--- src/hw/cserr_pkg.sv ---
// Constants of the channel status and error counter register group.
// Assumes a 16-bit register read port driven by a management front end.
package cserr_pkg;
   // Register offsets
   localparam logic [15:0] ADDR_HS_ERR = 16'h0010;
   localparam logic [15:0] ADDR_LS0_ERR = 16'h0011;
   localparam logic [15:0] ADDR_LS1_ERR = 16'h0012;
   localparam logic [15:0] ADDR_FLAGS = 16'h000f;
   // Reset and clear values
   localparam logic [15:0] RST_HS_ERR = 16'h0000;
   localparam logic [15:0] RST_LS_ERR = 16'hfffd;
   localparam logic [15:0] CLR_VALUE = 16'h0000;
   // Flag bit positions
   localparam int B_LS_ALIGN = 14;
   localparam int B_HIGHSIDE_SIGNAL_LOST = 13;
   localparam int B_HS_AZ = 12;
   localparam int B_HS_AGC = 11;
   localparam int B_HS_SYNC = 10;
   localparam int B_HS_BADCW = 8;
   localparam int B_TX_UNF = 7;
   localparam int B_TX_OVF = 6;
   localparam int B_RX_UNF = 5;
   localparam int B_RX_OVF = 4;
   localparam int B_LS_PLL = 1;
   localparam int B_HS_PLL = 0;
   // Latching-low bits, then latching-high bits; bits in neither are reserved
   localparam logic [15:0] LL_MASK = 16'h5c02;
   localparam logic [15:0] LH_MASK = 16'h21f1;
endpackage : cserr_pkg

--- src/hw/cserr_if.sv ---
// Carrier between the register group and its counter slice.
// Assumes one clock domain shared by both modules.
`timescale 1ns/1ps
`default_nettype none
interface cserr_cnt_if;
   logic err;
   logic clr;
   logic [15:0] value;
   modport owner (output err, output clr, input value);
   modport counter (input err, input clr, output value);
endinterface : cserr_cnt_if
`default_nettype wire

--- src/hw/cserr_counter.sv ---
// Saturating 16-bit clear-on-read error counter.
// Assumes err and clr are single-cycle, same-clock strobes.
`timescale 1ns/1ps
`default_nettype none
module cserr_counter #(
   parameter logic [15:0] RESET_VAL = 16'h0000
) (
   // Clock and reset
   input wire logic clk_i,
   input wire logic nrst_i,
   // Counter carrier
   cserr_cnt_if.counter cnt
);
   typedef struct packed {
      logic [15:0] count;
   } cserr_cnt_state_t;
   cserr_cnt_state_t state_r;
   cserr_cnt_state_t state_nxt;
   ////////////////////////////////////////////////////////////////////
   // Count logic; an error in the read cycle is kept so none is lost
   always_comb
   begin
      state_nxt = state_r;
      if (cnt.clr)
      begin
         state_nxt.count = cnt.err ? 16'h0001 : cserr_pkg::CLR_VALUE;
      end
      else if (cnt.err && state_r.count != 16'hffff)
      begin
         state_nxt.count = state_r.count + 16'h0001;
      end
   end
   always_ff @(posedge clk_i or negedge nrst_i)
   begin
      if (!nrst_i)
      begin
         state_r.count <= RESET_VAL;
      end
      else
      begin
         state_r <= state_nxt;
      end
   end
   assign cnt.value = state_r.count;
endmodule : cserr_counter
`default_nettype wire

--- src/hw/cserr_regs.sv ---
// Channel status flags and error counters with a 16-bit read port.
// Assumes condition inputs come from other clock domains (synchronised
// here), error strobes come from same-clock decoders, and the read port
// is driven by a same-clock management front end.
// Limitations: a level must hold for at least three clocks to be seen
// for certain; event strobes must be clock-aligned pulses, each high
// cycle counting once; counters stop at all-ones instead of wrapping.
`timescale 1ns/1ps
`default_nettype none
module cserr_regs #(
   parameter int SYNC_W = 12
) (
   // Clock and reset
   input wire logic clk_i,
   input wire logic nrst_i,
   // Register read port
   input wire logic rd_en_i,
   input wire logic [15:0] rd_addr_i,
   output logic [15:0] rd_data_o,
   output logic rd_valid_o,
   // Live conditions, asynchronous levels
   input wire logic lowside_lanes_aligned_i,
   input wire logic highside_signal_lost_i,
   input wire logic highside_autozero_complete_i,
   input wire logic highside_gain_loop_locked_i,
   input wire logic highside_sync_achieved_i,
   input wire logic lowside_synth_locked_i,
   input wire logic highside_synth_locked_i,
   // Same-clock event strobes
   input wire logic highside_bad_codeword_i,
   input wire logic tx_fifo_underflow_i,
   input wire logic tx_fifo_overflow_i,
   input wire logic rx_fifo_underflow_i,
   input wire logic rx_fifo_overflow_i,
   input wire logic lowside_lane0_bad_codeword_i,
   input wire logic lowside_lane1_bad_codeword_i,
   // Test pattern checker error strobes and mode
   input wire logic highside_pattern_error_i,
   input wire logic lowside_lane0_pattern_error_i,
   input wire logic lowside_lane1_pattern_error_i,
   input wire logic highside_verify_en_i,
   input wire logic lowside_verify_en_i,
   input wire logic pseudo_random_test_pin_i,
   // Side effect on the outside 8-bit field
   output logic highside_aux_field_clr_o
);
   typedef struct packed {
      logic [2:0][SYNC_W-1:0] sync;
      logic [SYNC_W-1:0] agreed;
      logic [15:0] latched;
      logic [15:0] rdata;
      logic rvalid;
      logic aux_clr;
   } cserr_state_t;
   cserr_state_t state_r;
   cserr_state_t state_nxt;
   logic [SYNC_W-1:0] live_sync;
   logic [SYNC_W-1:0] settled;
   logic [15:0] live_flags;
   logic [15:0] event_flags;
   logic hs_test;
   logic rd_flags;
   logic rd_hs;
   logic rd_ls0;
   logic rd_ls1;
   cserr_cnt_if hs_cnt();
   cserr_cnt_if ls0_cnt();
   cserr_cnt_if ls1_cnt();

   // Address match helper used by every decode
   function automatic logic addr_hit(input logic [15:0] a,
                                     input logic [15:0] b);
      addr_hit = (a == b);
   endfunction : addr_hit

   // Settle step of the synchroniser: a bit takes the value of stages
   // two and three once they agree and keeps its last agreed value while
   // they differ, so a pin caught mid-change cannot flicker through
   function automatic logic [SYNC_W-1:0] settle(
      input logic [SYNC_W-1:0] stage2,
      input logic [SYNC_W-1:0] stage3,
      input logic [SYNC_W-1:0] held);
      logic [SYNC_W-1:0] agree;
      agree = ~(stage2 ^ stage3);
      settle = (stage3 & agree) | (held & ~agree);
   endfunction : settle

   // Error source of one counter: pattern checker errors while its
   // verification mode is on, decoder bad code words otherwise
   function automatic logic pick_err(input logic test_mode,
                                     input logic pattern_err,
                                     input logic bad_word);
      pick_err = test_mode ? pattern_err : bad_word;
   endfunction : pick_err

   // One step of the flags image outside a read: latch-high bits collect
   // every event; latch-low bits keep a one only while the live level
   // stays high, so a drop is held until the next read sees it
   function automatic logic [15:0] latch_step(input logic [15:0] held,
                                              input logic [15:0] live);
      latch_step = ((held | live) & cserr_pkg::LH_MASK)
                 | (held & live & cserr_pkg::LL_MASK);
   endfunction : latch_step

   // Image returned by a flags read: the held value with any latch-high
   // event of the read cycle merged in, so an event that lands in the
   // read cycle is reported now and also kept for the next read; the
   // reserved bits always read as zero
   function automatic logic [15:0] read_image(input logic [15:0] held,
                                              input logic [15:0] live);
      read_image = (held | (live & cserr_pkg::LH_MASK))
                 & (cserr_pkg::LH_MASK | cserr_pkg::LL_MASK);
   endfunction : read_image

   ////////////////////////////////////////////////////////////////////
   // Input synchroniser, three stages; a change counts once stages two
   // and three agree, so stage one feeds only stage two.
   // Word order, lowest bit first: high-side PLL, low-side PLL, sync,
   // gain loop, auto-zero, loss of signal, lane alignment; the unused
   // upper bits of a wider word stay zero
   assign live_sync = SYNC_W'({lowside_lanes_aligned_i,
      highside_signal_lost_i, highside_autozero_complete_i,
      highside_gain_loop_locked_i, highside_sync_achieved_i,
      lowside_synth_locked_i, highside_synth_locked_i});

   // Settled levels; the held copy sits in the state so that a bit whose
   // stages disagree keeps its last agreed value in both directions
   assign settled = settle(state_r.sync[1], state_r.sync[2],
                           state_r.agreed);

   // Live condition image from the settled levels and the event strobes
   always_comb
   begin
      live_flags = 16'h0000;
      live_flags[cserr_pkg::B_LS_ALIGN] = settled[6];
      live_flags[cserr_pkg::B_HIGHSIDE_SIGNAL_LOST] = settled[5];
      live_flags[cserr_pkg::B_HS_AZ] = settled[4];
      live_flags[cserr_pkg::B_HS_AGC] = settled[3];
      live_flags[cserr_pkg::B_HS_SYNC] = settled[2];
      live_flags[cserr_pkg::B_LS_PLL] = settled[1];
      live_flags[cserr_pkg::B_HS_PLL] = settled[0];
      live_flags[cserr_pkg::B_HS_BADCW] = highside_bad_codeword_i;
      live_flags[cserr_pkg::B_TX_UNF] = tx_fifo_underflow_i;
      live_flags[cserr_pkg::B_TX_OVF] = tx_fifo_overflow_i;
      live_flags[cserr_pkg::B_RX_UNF] = rx_fifo_underflow_i;
      live_flags[cserr_pkg::B_RX_OVF] = rx_fifo_overflow_i;
   end
   // Event strobes are same-clock and enter unsynchronised; the level
   // bits above have already passed the settle step, so a single-stage
   // glitch can latch neither a false drop nor a false rise
   assign event_flags = live_flags;

   ////////////////////////////////////////////////////////////////////
   // Read decode; offsets are compared in full, so aliases of the
   // counters and of the flags register read as unmapped
   assign rd_flags = rd_en_i & addr_hit(rd_addr_i, cserr_pkg::ADDR_FLAGS);
   assign rd_hs = rd_en_i & addr_hit(rd_addr_i, cserr_pkg::ADDR_HS_ERR);
   assign rd_ls0 = rd_en_i & addr_hit(rd_addr_i, cserr_pkg::ADDR_LS0_ERR);
   assign rd_ls1 = rd_en_i & addr_hit(rd_addr_i, cserr_pkg::ADDR_LS1_ERR);

   ////////////////////////////////////////////////////////////////////
   // Counter sources
   // The test pin overrides the high-side mode bit, so high-side pattern
   // errors are counted while either of the two is active
   // pin forces pattern counting
   assign hs_test = highside_verify_en_i | pseudo_random_test_pin_i;
   assign hs_cnt.err = pick_err(hs_test, highside_pattern_error_i,
                                highside_bad_codeword_i);
   assign ls0_cnt.err = pick_err(lowside_verify_en_i,
                                 lowside_lane0_pattern_error_i,
                                 lowside_lane0_bad_codeword_i);
   assign ls1_cnt.err = pick_err(lowside_verify_en_i,
                                 lowside_lane1_pattern_error_i,
                                 lowside_lane1_bad_codeword_i);
   assign hs_cnt.clr = rd_hs;
   assign ls0_cnt.clr = rd_ls0;
   assign ls1_cnt.clr = rd_ls1;

   // Counters stop at all-ones rather than wrap, so a long error burst
   // never reads back as a small count
   // high-side counter resets to zero
   cserr_counter #(.RESET_VAL(cserr_pkg::RST_HS_ERR)) u_hs_cnt (
      .clk_i(clk_i),
      .nrst_i(nrst_i),
      .cnt(hs_cnt.counter)
   );
   cserr_counter #(.RESET_VAL(cserr_pkg::RST_LS_ERR)) u_ls0_cnt (
      .clk_i(clk_i),
      .nrst_i(nrst_i),
      .cnt(ls0_cnt.counter)
   );
   cserr_counter #(.RESET_VAL(cserr_pkg::RST_LS_ERR)) u_ls1_cnt (
      .clk_i(clk_i),
      .nrst_i(nrst_i),
      .cnt(ls1_cnt.counter)
   );

   ////////////////////////////////////////////////////////////////////
   // Next state: synchroniser shift, latching flags, read data
   always_comb
   begin
      state_nxt = state_r;
      state_nxt.sync[0] = live_sync;
      state_nxt.sync[1] = state_r.sync[0];
      state_nxt.sync[2] = state_r.sync[1];
      // Held copy of the settled levels for the next settle step
      state_nxt.agreed = settled;
      // read returns latched image then reloads live value
      // an event in the read cycle sets again, so set wins
      if (rd_flags)
      begin
         state_nxt.latched = event_flags;
      end
      else
      begin
         state_nxt.latched = latch_step(state_r.latched, event_flags);
      end
      state_nxt.rvalid = rd_en_i;
      // clear outside field on high-side counter read
      state_nxt.aux_clr = rd_hs;
      // Data reads zero outside the answer cycle; an unmapped offset
      // still answers, with zero data, so a station never waits
      state_nxt.rdata = 16'h0000;
      if (rd_flags)
      begin
         // Read shows held value merged with current event for no loss
         state_nxt.rdata = read_image(state_r.latched, event_flags);
      end
      else if (rd_hs)
      begin
         state_nxt.rdata = hs_cnt.value;
      end
      else if (rd_ls0)
      begin
         state_nxt.rdata = ls0_cnt.value;
      end
      else if (rd_ls1)
      begin
         state_nxt.rdata = ls1_cnt.value;
      end
   end

   // State register; reset clears the synchroniser as well, so the first
   // settled levels after reset come from fresh samples only
   always_ff @(posedge clk_i or negedge nrst_i)
   begin
      if (!nrst_i)
      begin
         state_r <= '0;
      end
      else
      begin
         state_r <= state_nxt;
      end
   end

   // Outputs, straight from the state register so the read port has no
   // combinational path from any input
   assign rd_data_o = state_r.rdata;
   assign rd_valid_o = state_r.rvalid;
   assign highside_aux_field_clr_o = state_r.aux_clr;
endmodule : cserr_regs
`default_nettype wire

--- config.mk ---
export PLATFORM = sky130hd
export DESIGN_NAME = cserr_regs
export DESIGN_NICKNAME = d
export VERILOG_FILES = /design/src/hw/cserr_pkg.sv /design/src/hw/cserr_if.sv /design/src/hw/cserr_counter.sv /design/src/hw/cserr_regs.sv
export SDC_FILE = /design/constraint.sdc
export NUM_CORES = 1
export LEC_CHECK = 0
export BUFFER_PORTS_ARGS = -buffer_cell sky130_fd_sc_hd__buf_2
export CORE_ASPECT_RATIO = 1.75
export CORE_MARGIN = 4
export CORE_UTILIZATION = 45
export DETAILED_ROUTE_END_ITERATION = 10
export GPL_ROUTABILITY_DRIVEN = 0
export PLACE_DENSITY = 0.7
export SETUP_SLACK_MARGIN = 0.1
export SKIP_LAST_GASP = 1
export SLEW_MARGIN = 20
export SYNTH_ARGS = -nofsm -noshare
export SYNTH_HDL_FRONTEND = slang
export SYNTH_SLANG_ARGS = --single-unit
--- constraint.sdc ---
create_clock -name clk_i -period 5 [get_ports clk_i]
set_input_delay 1 -clock clk_i [delete_from_list [all_inputs] [get_ports clk_i]]
set_output_delay 1 -clock clk_i [all_outputs]
set_load 0.1 [all_outputs]
==> impl_summary.log, run 1 <==
INFO  metric groute.usage.overall = 17.8%
INFO  metric finalWorstPathRequiredPeriod = 3.31 ns
INFO  metric io-pin-count = 57
INFO  metric report.final.hold_viol_count = 0
INFO  metric syn_to_layout_area_delta = 11.2%
INFO  metric antenna_found_initial = 0
INFO  metric power_frac_clock = 33.9%
INFO  metric layout-drive-gt1-share = 21.6%
INFO  metric initial_utilization = 46.5%
INFO  metric synth-edff-count = 0
INFO  metric clockRootBuffer = clkbuf_16
INFO  metric largest_family_of_logic_cells_by_synthesized_area = simple AND/OR/NAND/NOR gates
INFO  metric worst-endpoint-arrival = 3.57 ns
INFO  metric power_report.internal_total = 1.44 mW
INFO  metric startpoint_type = input pin
INFO  metric die-width = 87.7 um
INFO  metric cell_rows = 50
INFO  metric synthSimpleGateAreaFrac = 21.0%
INFO  metric synth_compound_gate_area_share = 9.43%
INFO  metric ys_types = 49
INFO  metric cell_types_occupying_the_most_area_after_synthesis = dfrtp_1, dfstp_2, nor2_1, xnor2_1, xor2_1
INFO  metric largest_net_degree_at_the_start_of_global_routing = 59
INFO  metric tritoncts = yes
INFO  metric pwr_density_cell = 363 nW/um2
INFO  metric holdCritPathClass = reg2reg
INFO  metric outcome = completed
INFO  metric timing.critical_path.cells = buf_2 > nor4_1 > nand4_1 > nor2b_1 > a22oi_1 > nor3_1
INFO  metric leakage = 2.35 nW
INFO  metric finalMaxSlewViolations = 0
INFO  metric dieArea = 12900 um2
INFO  metric share_seq_of_total_power = 54.1%
INFO  metric setup_violations = 0
INFO  metric critPathMaxFanout = 16
INFO  metric cts_setup_buffers = 0
INFO  metric utilization = 51.7%
INFO  metric first_global_vias = 3691
INFO  metric setup.reg_to_reg.worst_slack = 2.77 ns
INFO  metric route.detailed.drc = 0
INFO  metric synth_warnings = 0
INFO  metric max-vdd-ir-drop = 248 uV
INFO  metric yosysTopAreaCell = dfrtp_1
INFO  metric final_period_utilization = 66.3%
INFO  metric drtAntennaViolNets = 0
INFO  metric num-nets-final = 555
INFO  metric post_drt_wl_per_cell = 16.9 um
INFO  metric cpMaxStageDelayCell = nor2b_1
INFO  metric clk_pin_slew = 0.07 ns
INFO  metric viasPerCell = 5.66
INFO  metric post_cts_resized = 0
INFO  metric post_synth_fa_ha_maj_area_fraction = 2.15%
INFO  metric cts.hold.buffers_added = 0
INFO  metric post_synth.cell_area_avg = 10.5 um2
INFO  metric netSwitchingFraction = 29.0%
INFO  metric synth_fp_nets = 519
INFO  metric synth-seq-area-share = 53.8%
INFO  metric postSynthRegisterBits = 106
INFO  metric cp_top_family = simple AND/OR/NAND/NOR gates
INFO  metric comb_power_share = 12.1%
INFO  metric cp_num_buf_inv = 1
INFO  metric max_stage_delay = 0.98 ns
INFO  metric stdcell_count = 648
INFO  metric postSynth.topFlopCell = dfrtp_1
INFO  metric tritoncts_num_sinks = 106
INFO  metric slew_headroom = 30.8%
INFO  metric maxCapViolCount = 0
INFO  metric diodes = 0
INFO  metric placement.io_buffers = 56
INFO  metric finalSetupTns = 0 ns
INFO  metric core_region_area = 10800 um2
INFO  metric first_iteration_detailed_routing_drc_count = 241
INFO  metric vias = 3665
INFO  metric worst-setup-path-type = in2reg
INFO  metric synth.mux.area_fraction = 2.65%
INFO  metric grt_first_pass_wirelength = 17900 um
INFO  metric fin_worst_skew = 0.00600 ns
INFO  metric fp.dieH = 147 um
INFO  metric crit_required = 5.26 ns
INFO  metric synthXorXnorAreaFrac = 6.45%
INFO  metric ys_async_sr_fraction = 100%
INFO  metric power.switching = 585 uW
INFO  metric detailedPlacementHpwl = 8100 um
INFO  metric synth_top_area_share = 38.0%
INFO  metric synth.cell_area = 5000 um2
INFO  metric dp_cells = 632
INFO  metric mostFrequentLayoutCell = dfrtp_1
INFO  metric timing_worst_slew_pin_value = 1.04 ns
INFO  metric layout.filler_cells = 932
INFO  metric rsz0062_at_grt = false
INFO  metric fmax = 0.302 GHz
INFO  metric endpoint_kind = flop
INFO  metric mostFrequentLayoutCells = dfrtp_1, nor2_1, buf_2
INFO  metric cts-buffers-inserted = 9
INFO  metric totalWireLength = 11000 um
INFO  metric htreeDepth = 3
INFO  metric first_pass_drt_iterations = 4
INFO  metric clock_latency = 0.35 ns
INFO  metric postSynthCellCount = 477
INFO  metric cts_buffer_depth = 2
INFO  metric grt-ovfl-total = 0
-- sequential cells by signal, summed over array words and instances (netlist names) --
name,count
u_ls1_cnt.cnt.value,16
rd_data_o,16
u_hs_cnt.cnt.value,16
rd_valid_o,1
highside_aux_field_clr_o,1
state_r,26
state_nxt,14
u_ls0_cnt.cnt.value,16
-- worst paths after layout --
kind / startpoint / endpoint / depth (start not counted)
worst max-delay path: rd_addr_i[5] / rd_data_o[15] / 6
worst min register to register: state_nxt[62] / state_nxt[74] / 0
min in group asynchronous: nrst_i / u_ls1_cnt.cnt.value[1] / 1
worst max register to register: u_ls0_cnt.cnt.value[0] / u_ls0_cnt.cnt.value[1] / 6
worst min-delay path: state_nxt[62] / state_nxt[74] / 0
max in group asynchronous: nrst_i / u_hs_cnt.cnt.value[9] / 2
-- routing by layer --
metal  part of all wire (%)  GRT usage [%]
met3                    4.9           3.90
met2                     52           30.4
met1                     39           20.6
met4                    3.6           8.53
met5                      0              0
-- synthesized netlist by cell type (2+ instances only) --
| library cell | number |
|---|---|
| xor2_1 | 16 |
| nor3b_1 | 4 |
| and4_1 | 3 |
| nand4b_1 | 3 |
| a22oi_1 | 4 |
| or4_1 | 2 |
| a21oi_1 | 13 |
| nand3_1 | 14 |
| dfstp_2 | 30 |
| nor2b_1 | 3 |
| mux2_2 | 2 |
| xnor2_1 | 19 |
| dfrtp_1 | 76 |
| inv_1 | 8 |
| o21ai_0 | 25 |
| and2_1 | 4 |
| a2bb2oi_1 | 2 |
| nor2_1 | 62 |
| nor4_1 | 4 |
| or3_1 | 3 |
| nor3_1 | 15 |
| mux2i_1 | 11 |
| ha_1 | 3 |
| and3_1 | 8 |
| nor4b_1 | 5 |
| clkbuf_1 | 9 |
| nand2b_1 | 9 |
| nand2_1 | 31 |
| nand4_1 | 17 |
| a221oi_1 | 5 |
| a211oi_1 | 3 |
| nand3b_1 | 2 |
| buf_2 | 6 |
| o211ai_1 | 6 |
| maj3_1 | 7 |
| buf_4 | 18 |
| a21o_1 | 7 |
| o21a_1 | 6 |
| o2111ai_1 | 2 |
-- area by class of cell --
class / instances / area (um2) / area share (%)
Clock inverter: 6 / 62.6 / 1.12
Timing Repair Buffer: 58 / 298 / 5.35
Inverter: 8 / 30.0 / 0.540
Tap cell: 130 / 163 / 2.92
Clock buffer: 10 / 229 / 4.12
Multi-Input combinational cell: 330 / 2090 / 37.6
Sequential cell: 106 / 2690 / 48.4
-- cell families after synthesis --
family / after synthesis
and+or+nand+nor: 197
muxes: 13
xor gates and xnor gates: 36
DFF: 106
AOI/OAI and AO/OA: 74
adders and majority gates: 10
buffers and inverters: 41
-- power by group through the flow --
stage          sequential, mW  clock, mW  combinational [mW]
6_report                 1.09      0.685               0.244
3_5_place_dp             1.10          0               0.243
3_3_place_gp             1.10          0               0.234
5_1_grt                  1.10      0.737               0.275
2_1_floorplan            1.06          0               0.169
4_1_cts                  1.09      0.699               0.245
-- metrics by stage --
| step | hold slack (ns) | setup slack [ns] | power (mW) | cell area, um2 |
|---|---|---|---|---|
| 6_report | 0.353 | 1.69 | 2.02 | 5560 |
| 3_3_place_gp | 0.332 | 1.54 | 1.34 | 5270 |
| 4_1_cts | 0.356 | 1.72 | 2.04 | 5560 |
| 3_5_place_dp | 0.339 | 1.37 | 1.35 | 5270 |
| 2_1_floorplan | 0.331 | 2.67 | 1.23 | 5000 |
| 5_1_grt | 0.364 | 1.37 | 2.12 | 5560 |
No activity file was read; power rests on OpenSTA's default activity.
==> inputs of run 2 (changes only) <==
- ABC_AREA: unset -> 1
- PLACE_DENSITY: 0.7 -> 0.72
- clock period: 5 -> 2.8 ns (I/O delays scaled with it)
==> impl_summary.log, run 2 <==
INFO  metric holdCritPathClass = in2async (was reg2reg)
INFO  metric htreeDepth = 3 (unchanged)
INFO  metric core_region_area = 12500 um2 (was 10800 um2)
INFO  metric initial_utilization = 45.9% (was 46.5%)
INFO  metric clockRootBuffer = clkbuf_16 (unchanged)
INFO  metric grt-ovfl-total = 0 (unchanged)
INFO  metric registers.top_by_ff_count = state_r (unchanged)
INFO  metric die-width = 93.4 um (was 87.7 um)
INFO  metric cell_rows = 54 (was 50)
INFO  metric final_period_utilization = 77.0%
INFO  metric post_cts_resized = 0 (unchanged)
INFO  metric fp.dieH = 157 um (was 147 um)
INFO  metric first_iteration_detailed_routing_drc_count = 222 (was 241)
INFO  metric postSynthCellCount = 723 (was 477)
INFO  metric stdcell_count = 940 (was 648)
INFO  metric cpMaxStageDelayCell = dfstp_2 (was nor2b_1)
INFO  metric viasPerCell = 5.27 (was 5.66)
INFO  metric critPathMaxFanout = 15 (was 16)
INFO  metric synth_fp_nets = 765 (was 519)
INFO  metric postSynth.topFlopCell = dfrtp_1 (unchanged)
INFO  metric placement.io_buffers = 56 (unchanged)
INFO  metric slew_headroom = 50.6% (was 30.8%)
INFO  metric timing.hold.ws = 0.206 ns (was 0.353 ns)
INFO  metric ys_async_sr_fraction = 100% (unchanged)
INFO  metric rsz0062_at_grt = false (unchanged)
INFO  metric layout-drive-gt1-share = 18.0% (was 21.6%)
INFO  metric most_frequently_used_cell_type_in_the_post_synthesis_netlist = nand2_1 (was dfrtp_1)
INFO  metric crit_path_frequent_cell = nand2_1
INFO  metric yosysTopAreaCell = dfrtp_1 (unchanged)
INFO  metric synth-edff-count = 0 (unchanged)
INFO  metric tritoncts = yes (unchanged)
INFO  metric cts-buffers-inserted = 9 (unchanged)
INFO  metric dieArea = 14700 um2 (was 12900 um2)
INFO  metric mostFrequentLayoutCells = nand2_1, nor2_1, dfrtp_1 (was dfrtp_1, nor2_1, buf_2)
INFO  metric cts_buffer_depth = 2 (unchanged)
INFO  metric leakage = 3.08 nW (was 2.35 nW)
INFO  metric fmax = 0.464 GHz
INFO  metric yosys-top-cells-count = nand2_1, nor2_1, dfrtp_1 (was dfrtp_1, nor2_1, nand2_1)
INFO  metric endpoint_kind = flop (unchanged)
INFO  metric finalMaxSlewViolations = 0 (unchanged)
INFO  metric maxCapViolCount = 0 (unchanged)
INFO  metric worst-setup-path-type = reg2reg (was in2reg)
INFO  metric antenna_found_initial = 0 (unchanged)
INFO  metric finalSetupTns = 0 ns (unchanged)
INFO  metric timing.critical_path.cells = ha_1 > nand3_1 > nor2_1 > nand4_1 > o21bai_1 > nand2_1 > inv_2 > nand2_1 > nand2_1 (was buf_2 > nor4_1 > nand4_1 > nor2b_1 > a22oi_1 > nor3_1)
INFO  metric pwr_density_cell = 609 nW/um2 (was 363 nW/um2)
INFO  metric drtAntennaViolNets = 0 (unchanged)
INFO  metric vias = 4957 (was 3665)
INFO  metric postSynthRegisterBits = 106 (unchanged)
INFO  metric ys_types = 33 (was 49)
INFO  metric groute.usage.overall = 20.0% (was 17.8%)
INFO  metric startpoint_type = flop (was input pin)
INFO  metric max_stage_delay = 0.62 ns (was 0.98 ns)
INFO  metric largest_net_degree_at_the_start_of_global_routing = 59 (unchanged)
INFO  metric synth.cell_area = 5740 um2 (was 5000 um2)
INFO  metric cell_types_occupying_the_most_area_after_synthesis = dfrtp_1, nand2_1, dfstp_2, nand4_1, nor2_1 (was dfrtp_1, dfstp_2, nor2_1, xnor2_1, xor2_1)
INFO  metric num-nets-final = 809 (was 555)
INFO  metric grt_first_pass_wirelength = 23100 um (was 17900 um)
INFO  metric detailedPlacementHpwl = 10200 um (was 8100 um)
INFO  metric utilization = 51.2% (was 51.7%)
INFO  metric synth_top_area_share = 33.1% (was 38.0%)
INFO  metric clock_latency = 0.35 ns (about the same)
INFO  metric dp_cells = 924 (was 632)
INFO  metric tritoncts_num_sinks = 106 (unchanged)
INFO  metric design_power_total = 3.90 mW (was 2.02 mW)
INFO  metric io-pin-count = 57 (unchanged)
INFO  metric setup_violations = 0 (unchanged)
INFO  metric cts.hold.buffers_added = 0 (unchanged)
INFO  metric timing_worst_slew_pin_value = 0.740 ns (was 1.04 ns)
INFO  metric first_pass_drt_iterations = 5 (was 4)
INFO  metric crit_required = 3.09 ns (was 5.26 ns)
INFO  metric diodes = 0 (unchanged)
INFO  metric fin_worst_skew = 0.00856 ns (was 0.00600 ns)
INFO  metric cts_setup_buffers = 0 (unchanged)
INFO  metric outcome = completed (unchanged)
INFO  metric synth-seq-area-share = 46.9% (was 53.8%)
INFO  metric totalWireLength = 13700 um (was 11000 um)
INFO  metric post_drt_wl_per_cell = 14.6 um (was 16.9 um)
INFO  metric clk_pin_slew = 0.07 ns (about the same)
INFO  metric worst-endpoint-arrival = 2.45 ns (was 3.57 ns)
INFO  metric syn_to_layout_area_delta = 11.5% (was 11.2%)
INFO  metric max-vdd-ir-drop = 254 uV (was 248 uV)
INFO  metric cp_top_family = simple AND/OR/NAND/NOR gates (unchanged)
INFO  metric report.final.hold_viol_count = 0 (unchanged)
INFO  metric route.detailed.drc = 0 (unchanged)
INFO  metric mostFrequentLayoutCell = nand2_1 (was dfrtp_1)
INFO  metric post_synth.cell_area_avg = 7.94 um2 (was 10.5 um2)
INFO  metric flip_flop_count_of_the_largest_register_after_layout = 26 (unchanged)
INFO  metric cp_num_buf_inv = 1 (unchanged)
INFO  metric first_global_vias = 4862 (was 3691)
INFO  metric synth_warnings = 0 (unchanged)
INFO  metric finalWorstPathRequiredPeriod = 2.16 ns
INFO  metric layout.filler_cells = 1217 (was 932)
-- run 2: cell types whose count changed in the layout (fill, tap and decap cells not counted), sizes merged, moves of 8 or more --
cell / previous run / this run
nand2: 31 / 217
inv: 10 / 65
nand4: 17 / 51
nor2: 62 / 90
nand3: 14 / 39
nand3b: 2 / 19
xnor2: 20 / 8
buf: 58 / 69
nor3: 15 / 26
mux2i: 11 / 1
nand2b: 9 / 0
and3: 8 / 0
-- run 2: kinds of logic (layout without fill, tap and decap cells) --
logic type	Yosys count	in the layout	share of synthesized area, %
AND/OR/NAND/NOR	446	446	35.6
adder cells (fa/ha/maj)	10	10	1.88
AO/OA/AOI/OAI	39	39	4.01
flip-flops	106	106	46.9
buffers and inverters	98	147	7.98
multiplexers	1	1	0.174
XOR/XNOR	23	23	3.51
-- run 2: worst reg2reg max path, cell delays in order, from the launching register on --
cell and delay (ns):
dfstp_2 0.62, ha_1 0.28, nand3_1 0.12, nor2_1 0.27
nand4_1 0.17, o21bai_1 0.15, nand2_1 0.10, inv_2 0.24
nand2_1 0.08, nand2_1 0.08
-- run 2: per-stage QoR --
stage               instance area, um2  setup slack, ns
floorplan                         5740             1.01
global placement                  6120            0.682
detailed placement                6120            0.668
CTS                               6400            0.649
global route                      6400            0.391
finish                            6400            0.644
-- run 2: final timing paths --
path	start	slack, ns	to	cells after the start
setup / recovery	u_ls1_cnt.cnt.value[0]	0.64	u_ls1_cnt.cnt.value[13]	9
hold / removal	nrst_i	0.21	state_nxt[60]	1
setup reg to reg	u_ls1_cnt.cnt.value[0]	0.64	u_ls1_cnt.cnt.value[13]	9
hold reg to reg	state_nxt[64]	0.35	state_nxt[76]	0
max in group asynchronous	nrst_i	1.85	u_ls1_cnt.cnt.value[14]	2
min in group clk_i	highside_synth_locked_i	0.31	state_nxt[58]	1
-- run 2: final cells by class --
cell class | count | area, um2 | share of cell area [%]
multi-input cells | 519 | 2590 | 40.6
repair buffers | 69 | 393 | 6.14
clock inverters | 7 | 52.6 | 0.821
well taps | 168 | 210 | 3.29
inverters | 62 | 233 | 3.64
flip-flops and latches | 106 | 2690 | 42.0
clock buffers | 9 | 225 | 3.52
-- run 2: report_power, final --
group	internal, mW	switching (mW)	total, mW	leakage [nW]
Combinational	0.267	0.362	0.629	1.68
Clock	0.612	0.593	1.21	0.137
Sequential	1.78	0.281	2.06	1.26
Total	2.66	1.24	3.90	3.08
-- run 2: metal layers --
metal  GRT usage (%)  vias to the layer above  part of all wire, %  routed length (um)
met5               0                        -                    0                   0
met3            3.25                       50                  4.1                 565
met1            22.8                     2345                   38                5260
met2            35.1                      129                   53                7260
li1                -                     2433                    -                   -
met4            11.0                        0                  4.7                 651
